--- config.mk ---
export PLATFORM = sky130hd
export DESIGN_NAME = kfc_cmd_handler
export DESIGN_NICKNAME = d
export VERILOG_FILES = /design/src/include/kfc_pkg.sv /design/src/logic/kfc_key_tracker.sv /design/src/logic/kfc_fan_channel.sv /design/src/logic/kfc_cmd_handler.sv
export VERILOG_INCLUDE_DIRS = /design/src /design/src/include
export SDC_FILE = /design/constraint.sdc
export NUM_CORES = 1
export LEC_CHECK = 0
export BUFFER_PORTS_ARGS = -buffer_cell sky130_fd_sc_hd__buf_2
export CORE_ASPECT_RATIO = 1.75
export CORE_MARGIN = 2
export CORE_UTILIZATION = 55
export CTS_CLUSTER_SIZE = 24
export DETAILED_ROUTE_END_ITERATION = 6
export GPL_ROUTABILITY_DRIVEN = 0
export GPL_TIMING_DRIVEN = 0
export PLACE_DENSITY = 0.77
export REMOVE_ABC_BUFFERS = 1
export SLEW_MARGIN = 10
export SYNTH_ARGS = -nofsm -noshare
export SYNTH_HDL_FRONTEND = slang
export SYNTH_SLANG_ARGS = --single-unit
--- constraint.sdc ---
create_clock -name clk -period 4.2 [get_ports clk]
set_input_delay 0.63 -clock clk [delete_from_list [all_inputs] [get_ports clk]]
set_output_delay 0.63 -clock clk [all_outputs]
set_load 0.02 [all_outputs]
--- src/include/kfc_map.svh ---
// Constants of the keypad and fan command handler: command codes, lengths,
// key bit positions, fan channel counts, reset values and timing counts.
// Assumes a 50 MHz clock; included by the fan channel and command handler modules.
`ifndef KFC_MAP_SVH
`define KFC_MAP_SVH

// Command codes and reply type flags
`define KFC_CMD_LCD 8'h16
`define KFC_CMD_KEYCFG 8'h17
`define KFC_CMD_POLL 8'h18
`define KFC_CMD_FAILSAFE 8'h19
`define KFC_CMD_GLITCH 8'h1a
`define KFC_REPLY_FLAG 8'h40
`define KFC_ERROR_FLAG 8'h80

// Payload and reply lengths in bytes
`define KFC_LEN_KEYCFG 8'h02
`define KFC_LEN_POLL 8'h00
`define KFC_LEN_FAILSAFE 8'h02
`define KFC_LEN_GLITCH 8'h04
`define KFC_LEN_POLL_REPLY 8'h03
`define KFC_LEN_ACK 8'h00

// Key bit positions inside every key mask
`define KFC_KEY_UP_POS 0
`define KFC_KEY_ACCEPT_POS 1
`define KFC_KEY_ABORT_POS 2
`define KFC_KEY_LEFT_POS 3
`define KFC_KEY_RIGHT_POS 4
`define KFC_KEY_DOWN_POS 5

// Fan channels in payloads, and how many are wired on this variant
`define KFC_FAN_CHANNELS 4
`define KFC_FAN_DRIVEN 3
`define KFC_FAN_MASK_MAX 8'h0f

// Reset values and the full-power fan setting
`define KFC_KEY_MASK_RST 8'h3f
`define KFC_GLITCH_RST 8'h01
`define KFC_FAN_FULL_POWER 8'h64

// Timing: clock, fail-safe tick and glitch count
`define KFC_CLK_PERIOD_NS 20
`define KFC_FS_TICK_NS 125000000
`define KFC_FS_TICK_CYC (`KFC_FS_TICK_NS / `KFC_CLK_PERIOD_NS)
`define KFC_GLITCH_NS 552500
`define KFC_GLITCH_CYC (`KFC_GLITCH_NS / `KFC_CLK_PERIOD_NS)
`define KFC_PWM_HZ 18
`define KFC_PWM_STEPS 7'h64

`endif

--- src/include/kfc_pkg.sv ---
// Types shared by the keypad and fan command handler modules.
// Numeric constants live in kfc_map.svh.
package kfc_pkg;

    typedef logic [7:0] kfc_byte_type;

    typedef enum logic [1:0] {
        KFC_ST_IDLE,
        KFC_ST_BODY,
        KFC_ST_EXEC
    } kfc_state_type;

endpackage

--- src/logic/kfc_key_tracker.sv ---
// Keypad tracker: synchronises the key pins, finds press and release edges
// and keeps the pressed-since and released-since masks between polls.
// Assumes key pins low while held, already debounced outside.
`timescale 1ns/1ns
module kfc_key_tracker (
    // Clock and reset
    input wire logic clk,
    input wire logic nrst,
    // Keypad pins, low while held
    input wire logic [5:0] key_n,
    // Poll restarts both accumulators
    input wire logic poll_clear,
    // Key state
    output logic [5:0] held_q,
    output logic [5:0] pressed_q,
    output logic [5:0] released_q,
    output logic [5:0] rise_q,
    output logic [5:0] fall_q
);
    logic [5:0] meta_q;
    logic [5:0] prev_q;
    logic [5:0] rise_w;
    logic [5:0] fall_w;
    logic [5:0] pressed_d;
    logic [5:0] released_d;

    assign rise_w = held_q & ~prev_q;
    assign fall_w = ~held_q & prev_q;
    // A new edge in the poll cycle lands in the fresh accumulator
    assign pressed_d = (poll_clear ? 6'h00 : pressed_q) | rise_w;
    assign released_d = (poll_clear ? 6'h00 : released_q) | fall_w;

    always_ff @(posedge clk)
    begin
        if (!nrst)
        begin
            meta_q <= 6'h00;
            held_q <= 6'h00;
            prev_q <= 6'h00;
            pressed_q <= 6'h00;
            released_q <= 6'h00;
            rise_q <= 6'h00;
            fall_q <= 6'h00;
        end
        else
        begin
            meta_q <= ~key_n;
            held_q <= meta_q;
            prev_q <= held_q;
            pressed_q <= pressed_d;
            released_q <= released_d;
            rise_q <= rise_w;
            fall_q <= fall_w;
        end
    end
endmodule // kfc_key_tracker

--- src/logic/kfc_fan_channel.sv ---
// One fan channel: PWM output from the shared phase, forced on by the
// fail-safe, and tachometer edges blanked after each power-on.
// Assumes phase and step come from the shared 100-step PWM divider.
`timescale 1ns/1ns
`include "kfc_map.svh"
module kfc_fan_channel (
    // Clock and reset
    input wire logic clk,
    input wire logic nrst,
    // Shared PWM timebase
    input wire logic step,
    input wire logic [6:0] phase,
    // Channel settings
    input wire logic [7:0] power,
    input wire logic force_full,
    input wire logic [7:0] delay,
    // Tachometer pin
    input wire logic tach,
    // Outputs
    output logic pwm_q,
    output logic tach_edge_q
);
    logic [7:0] blank_q;
    logic [2:0] tach_q;
    logic on_w;
    logic turn_on_w;
    logic edge_w;

    assign on_w = force_full || power >= `KFC_FAN_FULL_POWER || {1'b0, phase} < power;
    assign turn_on_w = on_w && !pwm_q;
    assign edge_w = tach_q[1] ^ tach_q[2];

    always_ff @(posedge clk)
    begin
        if (!nrst)
        begin
            pwm_q <= 1'b0;
            blank_q <= 8'h00;
            tach_q <= 3'h0;
            tach_edge_q <= 1'b0;
        end
        else
        begin
            pwm_q <= on_w;
            tach_q <= {tach_q[1:0], tach};
            if (turn_on_w)
                blank_q <= delay;
            else if (step && blank_q != 8'h00)
                blank_q <= blank_q - 8'h01;
            tach_edge_q <= edge_w && pwm_q && blank_q == 8'h00;
        end
    end
endmodule // kfc_fan_channel

--- src/logic/kfc_cmd_handler.sv ---
// Keypad and fan command handler: parses host packets, forwards display
// commands, keeps key reporting masks, answers keypad polls, runs the fan
// fail-safe timer and the fan PWM with tachometer glitch blanking.
// Assumes framed packets from a link layer (CRC already checked) and a
// separate store that keeps the boot-state outputs across power cycles.
`timescale 1ns/1ns
`include "kfc_map.svh"
module kfc_cmd_handler #(
    parameter int unsigned FS_TICK_CYCLES = `KFC_FS_TICK_CYC,
    parameter int unsigned GLITCH_CYCLES = `KFC_GLITCH_CYC
) (
    // Clock and reset
    input wire logic clk,
    input wire logic nrst,
    // Received packet bytes: type first, then payload
    input wire logic rx_valid,
    input wire logic rx_sop,
    input wire logic rx_eop,
    input wire logic [7:0] rx_data,
    // Reply packet
    output logic tx_valid_q,
    output logic [7:0] tx_type_q,
    output logic [7:0] tx_len_q,
    output logic [7:0] tx_d0_q,
    output logic [7:0] tx_d1_q,
    output logic [7:0] tx_d2_q,
    // Display controller byte stream
    output logic lcd_valid_q,
    output logic [7:0] lcd_data_q,
    // Keypad pins and key event reports
    input wire logic [5:0] key_n,
    output logic [5:0] evt_press_q,
    output logic [5:0] evt_release_q,
    // Fan power from the power command, and its rewrite strobe
    input wire logic [7:0] fan1_power,
    input wire logic [7:0] fan2_power,
    input wire logic [7:0] fan3_power,
    input wire logic fan_power_write,
    // Fan pins
    input wire logic [2:0] fan_tach,
    output logic [2:0] fan_pwm_q,
    output logic [2:0] tach_edge_q,
    // Fail-safe state
    output logic [3:0] fs_mask_q,
    output logic fs_tripped_q,
    // Boot-state capture
    input wire logic store_boot,
    output logic [7:0] boot_press_mask_q,
    output logic [7:0] boot_release_mask_q,
    output logic [31:0] boot_glitch_q
);
    kfc_pkg::kfc_state_type state_q;
    kfc_pkg::kfc_state_type state_d;
    kfc_pkg::kfc_byte_type cmd_q;
    kfc_pkg::kfc_byte_type len_q;
    kfc_pkg::kfc_byte_type buf_q [4];
    kfc_pkg::kfc_byte_type glitch_q [4];
    logic [7:0] press_mask_q;
    logic [7:0] release_mask_q;
    logic [7:0] fs_timeout_q;
    logic [7:0] fs_count_q;
    logic [22:0] fs_div_q;
    logic [14:0] step_div_q;
    logic [6:0] phase_q;
    logic [5:0] held_w;
    logic [5:0] pressed_w;
    logic [5:0] released_w;
    logic [5:0] rise_w;
    logic [5:0] fall_w;
    logic [7:0] power_w [3];
    logic [31:0] glitch_pack_w;

    // Packet parsing
    wire start_w = rx_valid && rx_sop;
    wire body_byte_w = rx_valid && !rx_sop && state_q == kfc_pkg::KFC_ST_BODY;
    wire exec_w = state_q == kfc_pkg::KFC_ST_EXEC;
    wire is_lcd_w = cmd_q == `KFC_CMD_LCD;
    wire is_keycfg_w = cmd_q == `KFC_CMD_KEYCFG;
    wire is_poll_w = cmd_q == `KFC_CMD_POLL;
    wire is_fs_w = cmd_q == `KFC_CMD_FAILSAFE;
    wire is_glitch_w = cmd_q == `KFC_CMD_GLITCH;
    wire known_w = is_lcd_w || is_keycfg_w || is_poll_w || is_fs_w || is_glitch_w;
    wire keycfg_ok_w = is_keycfg_w && len_q == `KFC_LEN_KEYCFG;
    wire poll_ok_w = is_poll_w && len_q == `KFC_LEN_POLL;
    wire fs_ok_w = is_fs_w && len_q == `KFC_LEN_FAILSAFE && buf_q[0] <= `KFC_FAN_MASK_MAX;
    wire glitch_ok_w = is_glitch_w && len_q == `KFC_LEN_GLITCH;
    wire good_w = is_lcd_w || keycfg_ok_w || poll_ok_w || fs_ok_w || glitch_ok_w;
    wire [7:0] ack_type_w = cmd_q | `KFC_REPLY_FLAG;
    wire [7:0] err_type_w = cmd_q | `KFC_ERROR_FLAG;
    wire [7:0] reply_len_w = poll_ok_w ? `KFC_LEN_POLL_REPLY : `KFC_LEN_ACK;
    wire poll_clear_w = exec_w && poll_ok_w;
    wire fs_cmd_w = exec_w && fs_ok_w;

    // Fail-safe timebase and expiry
    wire fs_tick_w = fs_div_q == FS_TICK_CYCLES[22:0] - 23'h1;
    wire fs_expire_w = fs_tick_w && fs_count_q == 8'h01 && !fan_power_write && !fs_cmd_w;
    wire fs_reload_w = fs_cmd_w || fan_power_write;
    wire [7:0] fs_load_w = fs_cmd_w ? buf_q[1] : fs_timeout_q;

    // PWM step: 100 steps of one glitch count make one PWM period
    wire step_w = step_div_q == GLITCH_CYCLES[14:0] - 15'h1;
    wire phase_wrap_w = phase_q == `KFC_PWM_STEPS - 7'h01;

    assign power_w[0] = fan1_power;
    assign power_w[1] = fan2_power;
    assign power_w[2] = fan3_power;
    assign glitch_pack_w = {glitch_q[3], glitch_q[2], glitch_q[1], glitch_q[0]};

    always_comb
    begin
        state_d = state_q;
        if (start_w)
            state_d = rx_eop ? kfc_pkg::KFC_ST_EXEC : kfc_pkg::KFC_ST_BODY;
        else
        begin
            case (state_q)
                kfc_pkg::KFC_ST_IDLE: state_d = kfc_pkg::KFC_ST_IDLE;
                kfc_pkg::KFC_ST_BODY:
                    if (body_byte_w && rx_eop)
                        state_d = kfc_pkg::KFC_ST_EXEC;
                kfc_pkg::KFC_ST_EXEC: state_d = kfc_pkg::KFC_ST_IDLE;
                default: state_d = kfc_pkg::KFC_ST_IDLE;
            endcase
        end
    end

    // Parser registers
    always_ff @(posedge clk)
    begin
        if (!nrst)
        begin
            state_q <= kfc_pkg::KFC_ST_IDLE;
            cmd_q <= 8'h00;
            len_q <= 8'h00;
        end
        else
        begin
            state_q <= state_d;
            if (start_w)
                cmd_q <= rx_data;
            if (start_w)
                len_q <= 8'h00;
            else if (body_byte_w && len_q != 8'hff)
                len_q <= len_q + 8'h01;
        end
    end

    // Payload bytes and per-fan glitch delays
    genvar gi;
    generate
        for (gi = 0; gi < `KFC_FAN_CHANNELS; gi++)
        begin : g_slot
            always_ff @(posedge clk)
            begin
                if (!nrst)
                begin
                    buf_q[gi] <= 8'h00;
                    glitch_q[gi] <= `KFC_GLITCH_RST;
                end
                else
                begin
                    if (body_byte_w && len_q == 8'(gi))
                        buf_q[gi] <= rx_data;
                    // Fourth slot is stored but drives no fan
                    if (exec_w && glitch_ok_w)
                        glitch_q[gi] <= buf_q[gi];
                end
            end
        end
    endgenerate

    // Reply and display forwarding
    always_ff @(posedge clk)
    begin
        if (!nrst)
        begin
            tx_valid_q <= 1'b0;
            tx_type_q <= 8'h00;
            tx_len_q <= 8'h00;
            tx_d0_q <= 8'h00;
            tx_d1_q <= 8'h00;
            tx_d2_q <= 8'h00;
            lcd_valid_q <= 1'b0;
            lcd_data_q <= 8'h00;
        end
        else
        begin
            lcd_valid_q <= body_byte_w && is_lcd_w;
            lcd_data_q <= rx_data;
            tx_valid_q <= exec_w && known_w;
            if (exec_w && known_w)
            begin
                tx_type_q <= good_w ? ack_type_w : err_type_w;
                tx_len_q <= reply_len_w;
                // Poll reads raw key state, not the report masks
                tx_d0_q <= poll_ok_w ? {2'h0, held_w} : 8'h00;
                tx_d1_q <= poll_ok_w ? {2'h0, pressed_w} : 8'h00;
                tx_d2_q <= poll_ok_w ? {2'h0, released_w} : 8'h00;
            end
        end
    end

    // Key reporting masks and event reports
    always_ff @(posedge clk)
    begin
        if (!nrst)
        begin
            press_mask_q <= `KFC_KEY_MASK_RST;
            release_mask_q <= `KFC_KEY_MASK_RST;
            evt_press_q <= 6'h00;
            evt_release_q <= 6'h00;
        end
        else
        begin
            if (exec_w && keycfg_ok_w)
            begin
                press_mask_q <= buf_q[0];
                release_mask_q <= buf_q[1];
            end
            evt_press_q <= rise_w & press_mask_q[5:0];
            evt_release_q <= fall_w & release_mask_q[5:0];
        end
    end

    // Fail-safe timer
    always_ff @(posedge clk)
    begin
        if (!nrst)
        begin
            fs_div_q <= 23'h0;
            fs_mask_q <= 4'h0;
            fs_timeout_q <= 8'h00;
            fs_count_q <= 8'h00;
            fs_tripped_q <= 1'b0;
        end
        else
        begin
            fs_div_q <= fs_tick_w ? 23'h0 : fs_div_q + 23'h1;
            if (fs_cmd_w)
            begin
                fs_mask_q <= buf_q[0][3:0];
                fs_timeout_q <= buf_q[1];
            end
            if (fs_reload_w)
                fs_count_q <= fs_load_w;
            else if (fs_tick_w && fs_count_q != 8'h00)
                fs_count_q <= fs_count_q - 8'h01;
            if (fs_expire_w)
                fs_tripped_q <= 1'b1;
            else if (fs_reload_w)
                fs_tripped_q <= 1'b0;
        end
    end

    // PWM timebase and boot-state capture
    always_ff @(posedge clk)
    begin
        if (!nrst)
        begin
            step_div_q <= 15'h0;
            phase_q <= 7'h00;
            boot_press_mask_q <= `KFC_KEY_MASK_RST;
            boot_release_mask_q <= `KFC_KEY_MASK_RST;
            boot_glitch_q <= {4{`KFC_GLITCH_RST}};
        end
        else
        begin
            step_div_q <= step_w ? 15'h0 : step_div_q + 15'h1;
            if (step_w)
                phase_q <= phase_wrap_w ? 7'h00 : phase_q + 7'h01;
            if (store_boot)
            begin
                boot_press_mask_q <= press_mask_q;
                boot_release_mask_q <= release_mask_q;
                boot_glitch_q <= glitch_pack_w;
            end
        end
    end

    kfc_key_tracker u_keys (
        .clk(clk),
        .nrst(nrst),
        .key_n(key_n),
        .poll_clear(poll_clear_w),
        .held_q(held_w),
        .pressed_q(pressed_w),
        .released_q(released_w),
        .rise_q(rise_w),
        .fall_q(fall_w)
    );

    // Only the first three fans are wired on this variant
    generate
        for (gi = 0; gi < `KFC_FAN_DRIVEN; gi++)
        begin : g_fan
            kfc_fan_channel u_fan (
                .clk(clk),
                .nrst(nrst),
                .step(step_w),
                .phase(phase_q),
                .power(power_w[gi]),
                .force_full(fs_tripped_q && fs_mask_q[gi]),
                .delay(glitch_q[gi]),
                .tach(fan_tach[gi]),
                .pwm_q(fan_pwm_q[gi]),
                .tach_edge_q(tach_edge_q[gi])
            );
        end
    endgenerate
endmodule // kfc_cmd_handler

# [After elaboration in Yosys (flattened, before gate mapping)]
# Memory sizes are Yosys's and may differ from the RTL's. A register that Yosys moved wholly into a read port is not among the register bits.
# Cells that the tools add are included.
[totals] in_bits=48 ff_bits=291 mem_bits_rw=64 n_memories=2
[op_classes] n_eq_ne=17 add_sub_neg=8 mux=47 n_lt_le_gt_ge=7 n_reduce_logical=77 bitwise=21
[memory_table] memory="buf_q" depth=4 word_bits=8 rd=4 rd_clocked_by_memory_dff=0 write_ports=4 line_no="kfc_cmd_handler.sv:56" text="kfc_pkg::kfc_byte_type buf_q [4];"
[memory_table] memory="glitch_q" depth=4 word_bits=8 rd=4 rd_clocked_by_memory_dff=1 write_ports=4 line_no="kfc_cmd_handler.sv:57" text="kfc_pkg::kfc_byte_type glitch_q [4];"
[op_table] op="8-bit two-way mux" count=18
[op_table] op="8-bit by 5-bit == test with 1-bit output (second input constant)" count=5
[op_table] op="1-bit logical AND" count=39
[op_table] op="8-bit logical NOT" count=4
[op_table] op="8-bit nonzero test" count=4
[op_table] op="8-bit by 1-bit subtractor with 8-bit output (second input constant)" count=4
[op_table] op="6-bit two-way mux" count=5
[op_table] op="6-bit bitwise AND" count=4
[op_table] op="8-bit by 7-bit greater-or-equal comparator with 1-bit output (second input constant)" count=3
[op_table] op="7-bit by 8-bit less-than comparator with 1-bit output" count=3
[op_table] op="23-bit by 1-bit adder with 23-bit output (second input constant)" count=1
[op_table] op="23-bit == test (second input constant)" count=1
[op_table] op="1-bit two-way mux" count=18
[op_table] op="6-bit NOT" count=3
[op_table] op="8-bit by 1-bit == test with 1-bit output (second input constant)" count=2
[op_table] op="8-bit by 2-bit == test with 1-bit output (second input constant)" count=2
[op_table] op="15-bit by 1-bit adder with 15-bit output (second input constant)" count=1
[op_table] op="15-bit == test (second input constant)" count=1
[op_table] op="1-bit logical OR" count=15
[op_table] op="6-bit bitwise OR" count=2
[op_table] op="2-bit two-way mux" count=5
[op_table] op="2-bit nonzero test" count=5
[op_table] op="8-bit by 1-bit adder with 8-bit output (second input constant)" count=1
[op_table] op="8-bit by 3-bit == test with 1-bit output (second input constant)" count=1
[op_table] op="other kinds (13)" count=30

# [Depth between registers and ports, before layout]
# Gate-level depths: netlist of the first run.
[depth] ltp_word=8 depth_mapped=10 depth_no_buf=8

# [Hierarchy]
# A second synthesis of the first run with hierarchy kept.
[unflattened] cells_unflattened=1419 area_unflattened_um2=14082.3
[by_module_without_submodules] module="kfc_cmd_handler" area_each_um2=10117.2 n_inst=1 seq_area_each_um2=5865.6 cells_each=997
[by_module_without_submodules] module="kfc_fan_channel" area_each_um2=898.4 n_inst=3 seq_area_each_um2=260.2 cells_each=103
[by_module_without_submodules] module="kfc_key_tracker" area_each_um2=1270.0 n_inst=1 seq_area_each_um2=840.8 cells_each=113

# [Least setup slack after synthesis of the first run]
# Ideal clock, no wire load.
[synth_timing] path_type="reg2reg" start="register len_q[0]" end="memory glitch_q[0][0] (netlist bit), enable pin" required_ns=3.811 stages_incl_launch_ff=8 setup_ns=0.389 t_arrival_ns=2.250 path_buffers=0 slack_ns=1.561 period_less_slack_ns=2.639 path_cell_list="dfxtp_1 -> inv_1 -> ha_1 -> or4bb_1 -> or3_1 -> nor2_1 -> nand3_1 -> nand2_1"
[synth_rtl] element="start: declaration" line_no="kfc_cmd_handler.sv:55" text="kfc_pkg::kfc_byte_type len_q;"
[synth_rtl] element="start signal: assignment" line_no="kfc_cmd_handler.sv:144" text="len_q <= len_q + 8'h01;"
[synth_rtl] element="end: declaration" line_no="kfc_cmd_handler.sv:57"

# [Worst setup path after layout of the first run]
[layout_timing] start="register cmd_q[5]" end="register fs_count_q[6]"
[layout_between] elab_chain_len=6 elab_cells_between_ends=8
[layout_lines] element="start: declaration" line_no="kfc_cmd_handler.sv:54" text="kfc_pkg::kfc_byte_type cmd_q;"
[layout_lines] element="start signal: assignment" line_no="kfc_cmd_handler.sv:140" text="cmd_q <= rx_data;"
[layout_lines] element="8-bit by 5-bit == test with 1-bit output (no source line) *"
[layout_lines] element="1-bit logical AND (no source line) * (2 in series)"
[layout_lines] element="1-bit logical AND *" line_no="kfc_cmd_handler.sv:92" text="wire fs_cmd_w = exec_w && fs_ok_w;"
[layout_lines] element="8-bit two-way mux / 1-bit logical OR (equally long branches)"
[layout_lines] element="8-bit two-way mux / 2-bit nonzero test (equally long branches)"
[layout_lines] element="end signal: assignment" line_no="kfc_cmd_handler.sv:245" text="fs_count_q <= fs_load_w;"
[layout_lines] element="end signal: assignment" line_no="kfc_cmd_handler.sv:247" text="fs_count_q <= fs_count_q - 8'h01;"
[layout_lines] element="end: declaration" line_no="kfc_cmd_handler.sv:61" text="logic [7:0] fs_count_q;"
# Every way passes the cells marked *; elsewhere a longest branch is shown, timed or not.
# A chain may end at the register's enable or synchronous reset.

==> results of run 1 <==
[routing by layer]
layer,global-route usage (%),routed length (um),vias to the layer above
met3,2.56,1380,59
met1,25.9,11500,4769
li1,-,-,4927
met4,8.72,901,0
met5,0,0,-
met2,44.0,16200,268
[final cells by class]
cell class	count	area [um^2]
flip-flops and latches	342	7490
fillers	1981	8600
repair buffers	161	883
clock inverters	7	45.0
clock buffers	43	900
well taps	308	385
inverters	55	211
multi-input cells	917	5510
[state kept, by name, summed over array words and instances (netlist names), 9 cells and up]
register             cells
boot_glitch_q           32
buf_q                   32
glitch_q                32
g_fan.u_fan.blank_q     24
fs_div_q                23
step_div_q              15
g_fan.u_fan.tach_q       9
[kinds of logic (layout without fill, tap and decap cells)]
family                     after synthesis  count (layout)  share of synthesized area, %
buffers and inverters                  133             266                          4.36
adders and majority gates               32              32                          2.97
DFF                                    342             342                          55.5
muxes                                   53              53                          3.93
and+or+nand+nor                        588             588                          21.0
AOI/OAI and AO/OA                      163             163                          7.81
other                                    1              12                        0.0278
xor gates and xnor gates                69              69                          4.48
[power by group]
part | internal, mW | switching (mW) | total [mW]
Combinational | 0.133 | 0.233 | 0.366
Clock | 1.48 | 1.16 | 2.64
Sequential | 3.42 | 0.0647 | 3.49
[metrics by stage]
stage / TNS [ns] / cell area, um^2 / util, % / setup slack (ns) / hold WS, ns
floorplan: 0 / 13200 / - / 0.579 / 0.403
global placement: -282.72 / 14300 / 59.6 / -2.92 / 0.413
detailed placement: 0 / 14400 / 60.1 / 0.520 / 0.421
CTS: 0 / 15400 / 64.1 / 0.505 / 0.197
global route: 0 / 15400 / 64.2 / 0.719 / 0.206
finish: 0 / 15400 / 64.2 / 1.10 / 0.223
[worst max-delay path: cells and delay by family (launching register included)]
family	cells	cell delay, ns
compound gates	1	0.37
flops	1	0.31
simple gates	4	2.32
[worst min-delay path by stage]
stage	startpoint	to	slack, ns	cells past startpoint
finish	key_n[5]	u_keys.meta_q[5]$_SDFF_PN0_	0.22	2
global route	key_n[5]	u_keys.meta_q[5]$_SDFF_PN0_	0.21	2
CTS	key_n[5]	u_keys.meta_q[5]$_SDFF_PN0_	0.20	2
detailed placement	u_keys.meta_q[4]$_SDFF_PN0_	u_keys.held_q[4]$_SDFF_PN0_	0.42	1
global placement	u_keys.meta_q[5]$_SDFF_PN0_	u_keys.held_q[5]$_SDFF_PN0_	0.41	1
floorplan	u_keys.prev_q[0]$_SDFF_PN0_	u_keys.rise_q[0]$_SDFF_PN0_	0.40	1
[synthesized netlist by cell type, types with 22 or more instances]
master / count
mux2i_1: 53
and2_1: 47
edfxtp_1: 64
a21oi_1: 58
inv_1: 55
clkbuf_1: 50
nand3_1: 44
ha_1: 32
and3_1: 22
dfxtp_1: 278
nand2_1: 165
xnor2_1: 34
xor2_1: 35
nor2_1: 193
==> PnR_summary.wiki, run 1 <==
{| class="wikitable"
! Metric !! Value
|-
| Wire length of the first global-routing pass || 48.1 mm
|-
| Cell-by-cell trace of the critical path || nor4b_1, nand3b_1, nor4_4, nor2_1, a221oi_1
|-
| DP HPWL || 21.1 mm
|-
| Later-pin clock latency in the skew report || 0.55 ns
|-
| Max transition margin || 28.0%
|-
| Setup slack on the worst flop-to-flop path || 1.10 ns
|-
| CTS tree || done
|-
| Slowest cell on the critical path || nor4_4
|-
| Fraction of synthesized cell area taken by the top area cell type || 41.2%
|-
| Number of global-route vias before repair || 9896
|-
| Post-cts hold buffer count || 0
|-
| Routed via count divided by cell count || 5.47
|-
| R2r startpoint || cmd_q[5]$_SDFFE_PN0P_
|-
| Category of the worst setup path capture point || flop
|-
| Diode count || 0
|-
| CP startpoint || cmd_q[5]$_SDFFE_PN0P_
|-
| Measured slew at the worst slew-check pin || 1.08 ns
|-
| Worst ir drop on vdd || 370 uV
|-
| Count of pins over their slew limit || 0
|-
| H-Tree Level Count || 1
|-
| Number of port buffers || 156
|-
| Final period util || 73.8%
|-
| Maximum buffer depth of the clock tree || 3
|-
| Fraction of registers with async set or reset after synthesis || 0%
|-
| Number of buffers created by CTS || 28
|-
| Count of nets after finishing || 1585
|-
| Sequential cell area fraction in the yosys report || 55.5%
|-
| Top flip-flop cell by instance count after synthesis || dfxtp_1
|-
| Pre-antenna DRT Iters || 5
|-
| Worst setup path category || flop to flop
|-
| Die span in x || 122 um
|-
| Max-Cap Viols || 0
|-
| Number of sinks on the clock net || 342
|-
| Unique cell type count in the Yosys netlist || 54
|-
| Fraction of final layout cells with drive strength greater than 1 || 14.8%
|-
| Synthesis-stage register bit count || 342
|-
| Number of antenna violations at the first check in global routing || 1
|-
| Number of setup buffers added after CTS || 0
|-
| Clock slew seen by the registers of the worst setup and hold paths || 0.07 ns
|-
| Leak pwr || 6.64 nW
|-
| Post-DR wirelength/cell || 16.3 um
|-
| Critical Path Sink || fs_count_q[6]$_SDFFE_PN0P_
|-
| Highest-count cells in the layout ignoring fill and taps || dfxtp_1, nor2_1, nand2_1, buf_2, edfxtp_1
|-
| Post-synthesis cell count || 1381
|-
| Dominant cells by area after synthesis || dfxtp_1, edfxtp_1, nor2_1
|-
| Quantity of gates resized following cts || 0
|-
| Status || finished clean
|-
| Number of warnings reported in the yosys synthesis log || 0
|-
| Number of non-filler instances in the completed layout || 1833
|-
| Final number of hold-violating endpoints || 0
|-
| Arrival time at the worst endpoint || 3.55 ns
|-
| Number of I/O pins || 169
|-
| Vias post-DR || 10023
|-
| Data required time at the worst endpoint || 4.65 ns
|-
| Unrepaired setup endpoints after global routing || no
|-
| Post-route ant nets || 0
|-
| Top fanout value on the critical path || 14
|-
| Tightest Hold Check Type || input port to flop
|-
| Post-synth EDFFs || 64
|-
| Upper clock frequency limit || 323 MHz
|-
| Startpoint type of the worst setup path || flop
|-
| Root buffer cell || clkbuf_16
|-
| Post-synthesis to final-layout area growth || 14.2%
|-
| Starting utilization of the core area || 56.2%
|-
| Final setup violation count || 0
|-
| Count of unresolved DRC violations after routing || 0
|-
| Die Footprint || 0.0259 mm^2
|-
| Endpoint of the most critical register-to-register path || fs_count_q[6]$_SDFFE_PN0P_
|-
| Combined area of all synthesized cells || 0.0135 mm^2
|-
| Most frequent standard cell in the layout excluding fill and tap cells || dfxtp_1
|-
| Count of routing violations after the opening detailed-route iteration || 708
|-
| Final critical-path required period || 3.10 ns
|-
| Critical Path Max Stage Delay || 0.88 ns
|-
| Global-route congestion overflow total || 0
|-
| Post-layout power || 6.49 mW
|-
| Avg Inst Size Synth || 9.78 um^2
|-
| R2R cell count || 5
|-
| Die height || 211 um
|-
| Power density cells || 421 mW/mm^2
|-
| Core ar. || 0.0240 mm^2
|-
| Most area-hungry cell type in the Yosys netlist || dfxtp_1
|-
| Worst clock skew || 0.0130 ns
|-
| Total placed cells including tap cells || 1783
|-
| Maximum number of pins on one net before global-route repair || 94
|-
| GRT Resource Usage Total || 23.2%
|-
| Number of placement rows || 75
|-
| Total Routed Length || 29.9 mm
|}
No activity file was read; power rests on OpenSTA's default activity.
==> run 2: changes to the inputs <==
==> constraint.sdc (replaced) <==
create_clock -name clk -period 3.05 [get_ports clk]
set_input_delay 0.4575 -clock clk [delete_from_list [all_inputs] [get_ports clk]]
set_output_delay 0.4575 -clock clk [all_outputs]
set_load 0.02 [all_outputs]
==> PnR_summary.wiki, run 2 (synthesis gave the netlist of run 1 again) <==
{| class="wikitable"
! Metric !! Value
|-
| Clock slew seen by the registers of the worst setup and hold paths || 0.07 ns
|-
| Routed via count divided by cell count || 5.48
|-
| GRT Resource Usage Total || 23.2%
|-
| Final setup violation count || 0
|-
| Final critical-path required period || 2.83 ns
|-
| Number of port buffers || 156
|-
| Arrival time at the worst endpoint || 3.24 ns
|-
| Die Footprint || 0.0259 mm^2
|-
| Status || finished clean
|-
| Root buffer cell || clkbuf_16
|-
| Worst hold slack || 0.0536 ns
|-
| Worst setup path category || flop to flop
|-
| Number of I/O pins || 169
|-
| Later-pin clock latency in the skew report || 0.55 ns
|-
| Count of nets after finishing || 1587
|-
| Total placed cells including tap cells || 1783
|-
| Post-synthesis to final-layout area growth || 14.5%
|-
| Post-DR wirelength/cell || 16.3 um
|-
| Endpoint of the most critical register-to-register path || glitch_q[1][1]$_SDFFCE_PN0P_
|-
| Core ar. || 0.0240 mm^2
|-
| Diode count || 0
|-
| Post-cts hold buffer count || 0
|-
| Fin Setup TNS || 0 ns
|-
| Final number of hold-violating endpoints || 0
|-
| Post-route core utilization || 64.4%
|-
| Maximum buffer depth of the clock tree || 3
|-
| Count of unresolved DRC violations after routing || 0
|-
| Terminating pin of the worst hold path || u_keys.meta_q[5]$_SDFF_PN0_
|-
| Tightest Hold Check Type || input port to flop
|-
| Final period util || 92.7%
|-
| Top fanout value on the critical path || 28
|-
| Unrepaired setup endpoints after global routing || no
|-
| Fraction of final layout cells with drive strength greater than 1 || 15.0%
|-
| Setup slack on the worst flop-to-flop path || 0.22 ns
|-
| Number of non-filler instances in the completed layout || 1835
|-
| Cells on Worst Hold Path || 2
|-
| Most frequent standard cell in the layout excluding fill and tap cells || dfxtp_1
|-
| Worst clock skew || 0.0116 ns
|-
| Count of pins over their slew limit || 0
|-
| Vias post-DR || 10064
|-
| Startpoint type of the worst setup path || flop
|-
| DP HPWL || 21.1 mm
|-
| Post-route ant nets || 0
|-
| Wire length of the first global-routing pass || 48.2 mm
|-
| Number of placement rows || 75
|-
| Max transition margin || 36.2%
|-
| Slowest cell on the critical path || nor2_4
|-
| Max-Cap Viols || 0
|-
| Critical Path Max Stage Delay || 0.52 ns
|-
| Data required time at the worst endpoint || 3.46 ns
|-
| Worst ir drop on vdd || 508 uV
|-
| Total Routed Length || 29.9 mm
|-
| Number of sinks on the clock net || 342
|-
| Count of routing violations after the opening detailed-route iteration || 692
|-
| Summed area of non-filler cells in the final layout || 0.0155 mm^2
|-
| Highest-count cells in the layout ignoring fill and taps || dfxtp_1, nor2_1, nand2_1, buf_2, edfxtp_1
|-
| Post-placement cell area || 0.0144 mm^2
|-
| Number of antenna violations at the first check in global routing || 1
|-
| Worst path top cell family by delay || simple AND/OR/NAND/NOR gates
|-
| Die height || 211 um
|-
| Global-route congestion overflow total || 0
|-
| Number of global-route vias before repair || 9894
|-
| R2R cell count || 8
|-
| Power density cells || 578 mW/mm^2
|-
| Number of buffers created by CTS || 28
|-
| Die span in x || 122 um
|-
| R2r startpoint || len_q[0]$_SDFFE_PP0P_
|-
| H-Tree Level Count || 1
|-
| Starting utilization of the core area || 56.2%
|-
| Measured slew at the worst slew-check pin || 0.949 ns
|-
| Leak pwr || 6.65 nW
|-
| Hold Crit Start || key_n[5]
|-
| Category of the worst setup path capture point || flop
|-
| Pre-antenna DRT Iters || 5
|-
| Regs by FF count || boot_glitch_q: 32 flops, buf_q: 32 flops, glitch_q: 32 flops
|-
| Maximum number of pins on one net before global-route repair || 94
|-
| Upper clock frequency limit || 354 MHz
|-
| WP buf/inv || 1
|-
| CTS tree || done
|-
| Cell-by-cell trace of the critical path || inv_1, ha_1, or4bb_1, or3_1, nor2_1, nand3_1, nor2_4, and2_1
|}
[run 2: cell types whose count changed in the layout (fill, tap and decap cells not counted), sizes merged]
cell,before,now
buf,161,163
[run 2: worst max path at each step]
stage | startpoint | end | slack [ns] | depth (start not counted)
finish | len_q[0]$_SDFFE_PP0P_ | glitch_q[1][1]$_SDFFCE_PN0P_ | 0.22 | 8
global route | len_q[0]$_SDFFE_PP0P_ | glitch_q[1][1]$_SDFFCE_PN0P_ | 0.04 | 8
CTS | cmd_q[5]$_SDFFE_PN0P_ | glitch_q[1][1]$_SDFFCE_PN0P_ | -0.16 | 6
detailed placement | cmd_q[5]$_SDFFE_PN0P_ | fs_count_q[6]$_SDFFE_PN0P_ | -0.63 | 5
global placement | nrst | glitch_q[2][2]$_SDFFCE_PN0P_ | -3.90 | 4
floorplan | len_q[0]$_SDFFE_PP0P_ | u_keys.pressed_q[0]$_SDFF_PN0_ | -0.57 | 7
[run 2: timing repair]
item	CTS	global route
resized for setup	3	5
endpoints found under the setup margin	91	100
endpoints found under the hold margin	0	0
pin swaps	1	1
buffers inserted	2	0
[run 2: worst reg2reg max path: stages, from the launching register on]
cell and delay, ns:
dfxtp_1 0.34, inv_1 0.13, ha_1 0.20, or4bb_1 0.38
or3_1 0.39, nor2_1 0.11, nand3_1 0.39, nor2_4 0.53
and2_1 0.21
[run 2: metal layers]
layer / wire (um) / GRT usage, % / up-vias
li1: - / - / 4929
met1: 11500 / 25.9 / 4822
met2: 16300 / 44.2 / 256
met3: 1310 / 2.62 / 57
met4: 876 / 8.56 / 0
met5: 0 / 0 / -
[run 2: area by class of cell]
cell class	instances	area (um^2)
flip-flops and latches	342	7490
fillers	1973	8560
repair buffers	163	898
clock buffers	43	900
well taps	308	385
inverters	55	211
clock inverters	7	45.0
multi-input cells	917	5530
[run 2: per-stage QoR]
stage	total power, mW	setup slack (ns)
after floorplan	5.19	-0.571
after global placement	5.38	-3.90
after detailed placement	5.40	-0.630
after CTS	8.99	-0.155
after global routing	9.22	0.0446
final	8.94	0.224
[run 2: report_power, final]
| group | switching (mW) | leakage [nW] | internal [mW] |
|---|---|---|---|
| combinational | 0.322 | 3.27 | 0.184 |
| clock | 1.60 | 0.475 | 2.03 |
| sequential | 0.0896 | 2.91 | 4.71 |
==> run 3: changes to the inputs <==
--- a/config.mk
+++ b/config.mk
@@ -10,6 +10,7 @@
 export CORE_ASPECT_RATIO = 1.75
 export CORE_MARGIN = 2
 export CORE_UTILIZATION = 55
+export CTS_BUF_LIST = sky130_fd_sc_hd__clkbuf_8
 export CTS_CLUSTER_SIZE = 24
 export DETAILED_ROUTE_END_ITERATION = 6
 export GPL_ROUTABILITY_DRIVEN = 0
==> PnR_summary.wiki, run 3 (synthesis gave the netlist of run 1 again) <==
{| class="wikitable"
! Metric !! Value
|-
| Core ar. || 0.0240 mm^2
|-
| Number of buffers created by CTS || 45
|-
| Regs by FF count || boot_glitch_q: 32 flops, buf_q: 32 flops, glitch_q: 32 flops
|-
| Unrepaired setup endpoints after global routing || no
|-
| Clock slew seen by the registers of the worst setup and hold paths || 0.07 ns
|-
| Routed via count divided by cell count || 5.45
|-
| Number of I/O pins || 169
|-
| Worst ir drop on vdd || 349 uV
|-
| Global-route congestion overflow total || 0
|-
| Count of nets after finishing || 1607
|-
| Maximum number of pins on one net before global-route repair || 94
|-
| Final critical-path required period || 2.81 ns
|-
| H-Tree Level Count || 2
|-
| Endpoint of the most critical register-to-register path || glitch_q[1][5]$_SDFFCE_PN0P_
|-
| R2R cell count || 7
|-
| Worst clock skew || 0.0140 ns
|-
| Dpl ws || -0.630 ns
|-
| Startpoint type of the worst setup path || flop
|-
| Arrival time at the worst endpoint || 3.03 ns
|-
| Number of port buffers || 156
|-
| Number of global-route vias before repair || 9976
|-
| Terminating pin of the worst hold path || u_keys.meta_q[2]$_SDFF_PN0_
|-
| Setup slack on the worst flop-to-flop path || 0.24 ns
|-
| Highest-count cells in the layout ignoring fill and taps || dfxtp_1, nor2_1, nand2_1, buf_2, inv_1
|-
| Leak pwr || 6.69 nW
|-
| Measured slew at the worst slew-check pin || 0.931 ns
|-
| Top fanout value on the critical path || 32
|-
| Number of placement rows || 75
|-
| Die span in x || 122 um
|-
| Diode count || 0
|-
| Later-pin clock latency in the skew report || 0.58 ns
|-
| Power density cells || 559 mW/mm^2
|-
| Status || finished clean
|-
| Die Footprint || 0.0259 mm^2
|-
| DP HPWL || 21.1 mm
|-
| Count of routing violations after the opening detailed-route iteration || 711
|-
| Data required time at the worst endpoint || 3.28 ns
|-
| Tightest Hold Check Type || input port to flop
|-
| Final setup violation count || 0
|-
| Count of unresolved DRC violations after routing || 0
|-
| Number of sinks on the clock net || 342
|-
| Post-synthesis to final-layout area growth || 14.2%
|-
| Most frequent standard cell in the layout excluding fill and tap cells || dfxtp_1
|-
| Upper clock frequency limit || 356 MHz
|-
| Min setup slack post-route || 0.242 ns
|-
| Cells on Worst Hold Path || 2
|-
| Maximum buffer depth of the clock tree || 3
|-
| Fin Setup TNS || 0 ns
|-
| Vias post-DR || 10185
|-
| Count of pins over their slew limit || 0
|-
| GRT Resource Usage Total || 23.3%
|-
| Starting utilization of the core area || 56.2%
|-
| Root buffer cell || clkbuf_8
|-
| Number of antenna violations at the first check in global routing || 1
|-
| Die height || 211 um
|-
| Final number of hold-violating endpoints || 0
|-
| Max-Cap Viols || 0
|-
| Wire length of the first global-routing pass || 48.0 mm
|-
| CTS tree || done
|-
| Max transition margin || 37.4%
|-
| Worst setup path category || flop to flop
|-
| R2r startpoint || len_q[0]$_SDFFE_PP0P_
|-
| Post-layout power || 8.62 mW
|-
| Pre-antenna DRT Iters || 5
|-
| Fraction of final layout cells with drive strength greater than 1 || 15.4%
|-
| Post-route ant nets || 0
|-
| Final period util || 92.1%
|-
| Hold Crit Start || key_n[2]
|-
| Category of the worst setup path capture point || flop
|-
| Post-DR wirelength/cell || 16.1 um
|-
| Total Routed Length || 30.0 mm
|}
[run 3: worst max path at each step]
stage,slack (ns),start,to
global placement,-3.90,nrst,glitch_q[2][2]$_SDFFCE_PN0P_
global route,0.08,len_q[0]$_SDFFE_PP0P_,glitch_q[2][3]$_SDFFCE_PN0P_
finish,0.24,len_q[0]$_SDFFE_PP0P_,glitch_q[1][5]$_SDFFCE_PN0P_
detailed placement,-0.63,cmd_q[5]$_SDFFE_PN0P_,fs_count_q[6]$_SDFFE_PN0P_
CTS,-0.15,cmd_q[7]$_SDFFE_PN0P_,glitch_q[3][5]$_SDFFCE_PN0P_
floorplan,-0.57,len_q[0]$_SDFFE_PP0P_,u_keys.pressed_q[0]$_SDFF_PN0_
[run 3: critical path, stage by stage, from the launching register on]
cell and delay, ns:
dfxtp_1 0.34, inv_1 0.14, ha_1 0.20, or4bb_1 0.38
or3_1 0.39, nor2_1 0.11, nand3_1 0.38, nand2_4 0.51
[run 3: power by group]
part	internal (mW)	switching [mW]	total, mW	leakage [nW]
clock	1.68	1.63	3.31	0.502
sequential	4.72	0.0893	4.81	2.91
combinational	0.186	0.321	0.507	3.28
[run 3: metrics by stage]
step | hold slack (ns) | cells | instance area (um^2) | utilization [%]
2_1_floorplan | 0.403 | 1314 | 13200 | -
3_3_place_gp | 0.413 | 1778 | 14300 | 59.6
3_5_place_dp | 0.421 | 1783 | 14400 | 60.1
4_1_cts | 0.00251 | 1866 | 15400 | 63.9
5_1_grt | 0.00165 | 1868 | 15400 | 64.2
6_report | 0.0315 | 1868 | 15400 | 64.2
[run 3: area by class of cell]
type                    count  area (um^2)
multi-input cells         917         5530
flip-flops and latches    342         7490
well taps                 308          385
repair buffers            166          926
fillers                  1988         8610
inverters                  55          211
clock buffers              50          688
clock inverters            30          183
[run 3: what timing repair did]
item	CTS	global route
hold buffers	0	2
endpoints found under the hold margin	0	2
buffers inserted	3	0
setup endpoints to repair	95	106
gates cloned	0	0
resized for setup	3	5
pin swaps	1	1
[run 3: metal layers]
layer | vias to the layer above | GRT usage (%) | share of wire (%)
li1 | 4976 | - | -
met1 | 4827 | 25.5 | 37
met2 | 304 | 44.0 | 54
met3 | 78 | 3.43 | 5.0
met4 | 0 | 9.47 | 3.6
met5 | - | 0 | 0
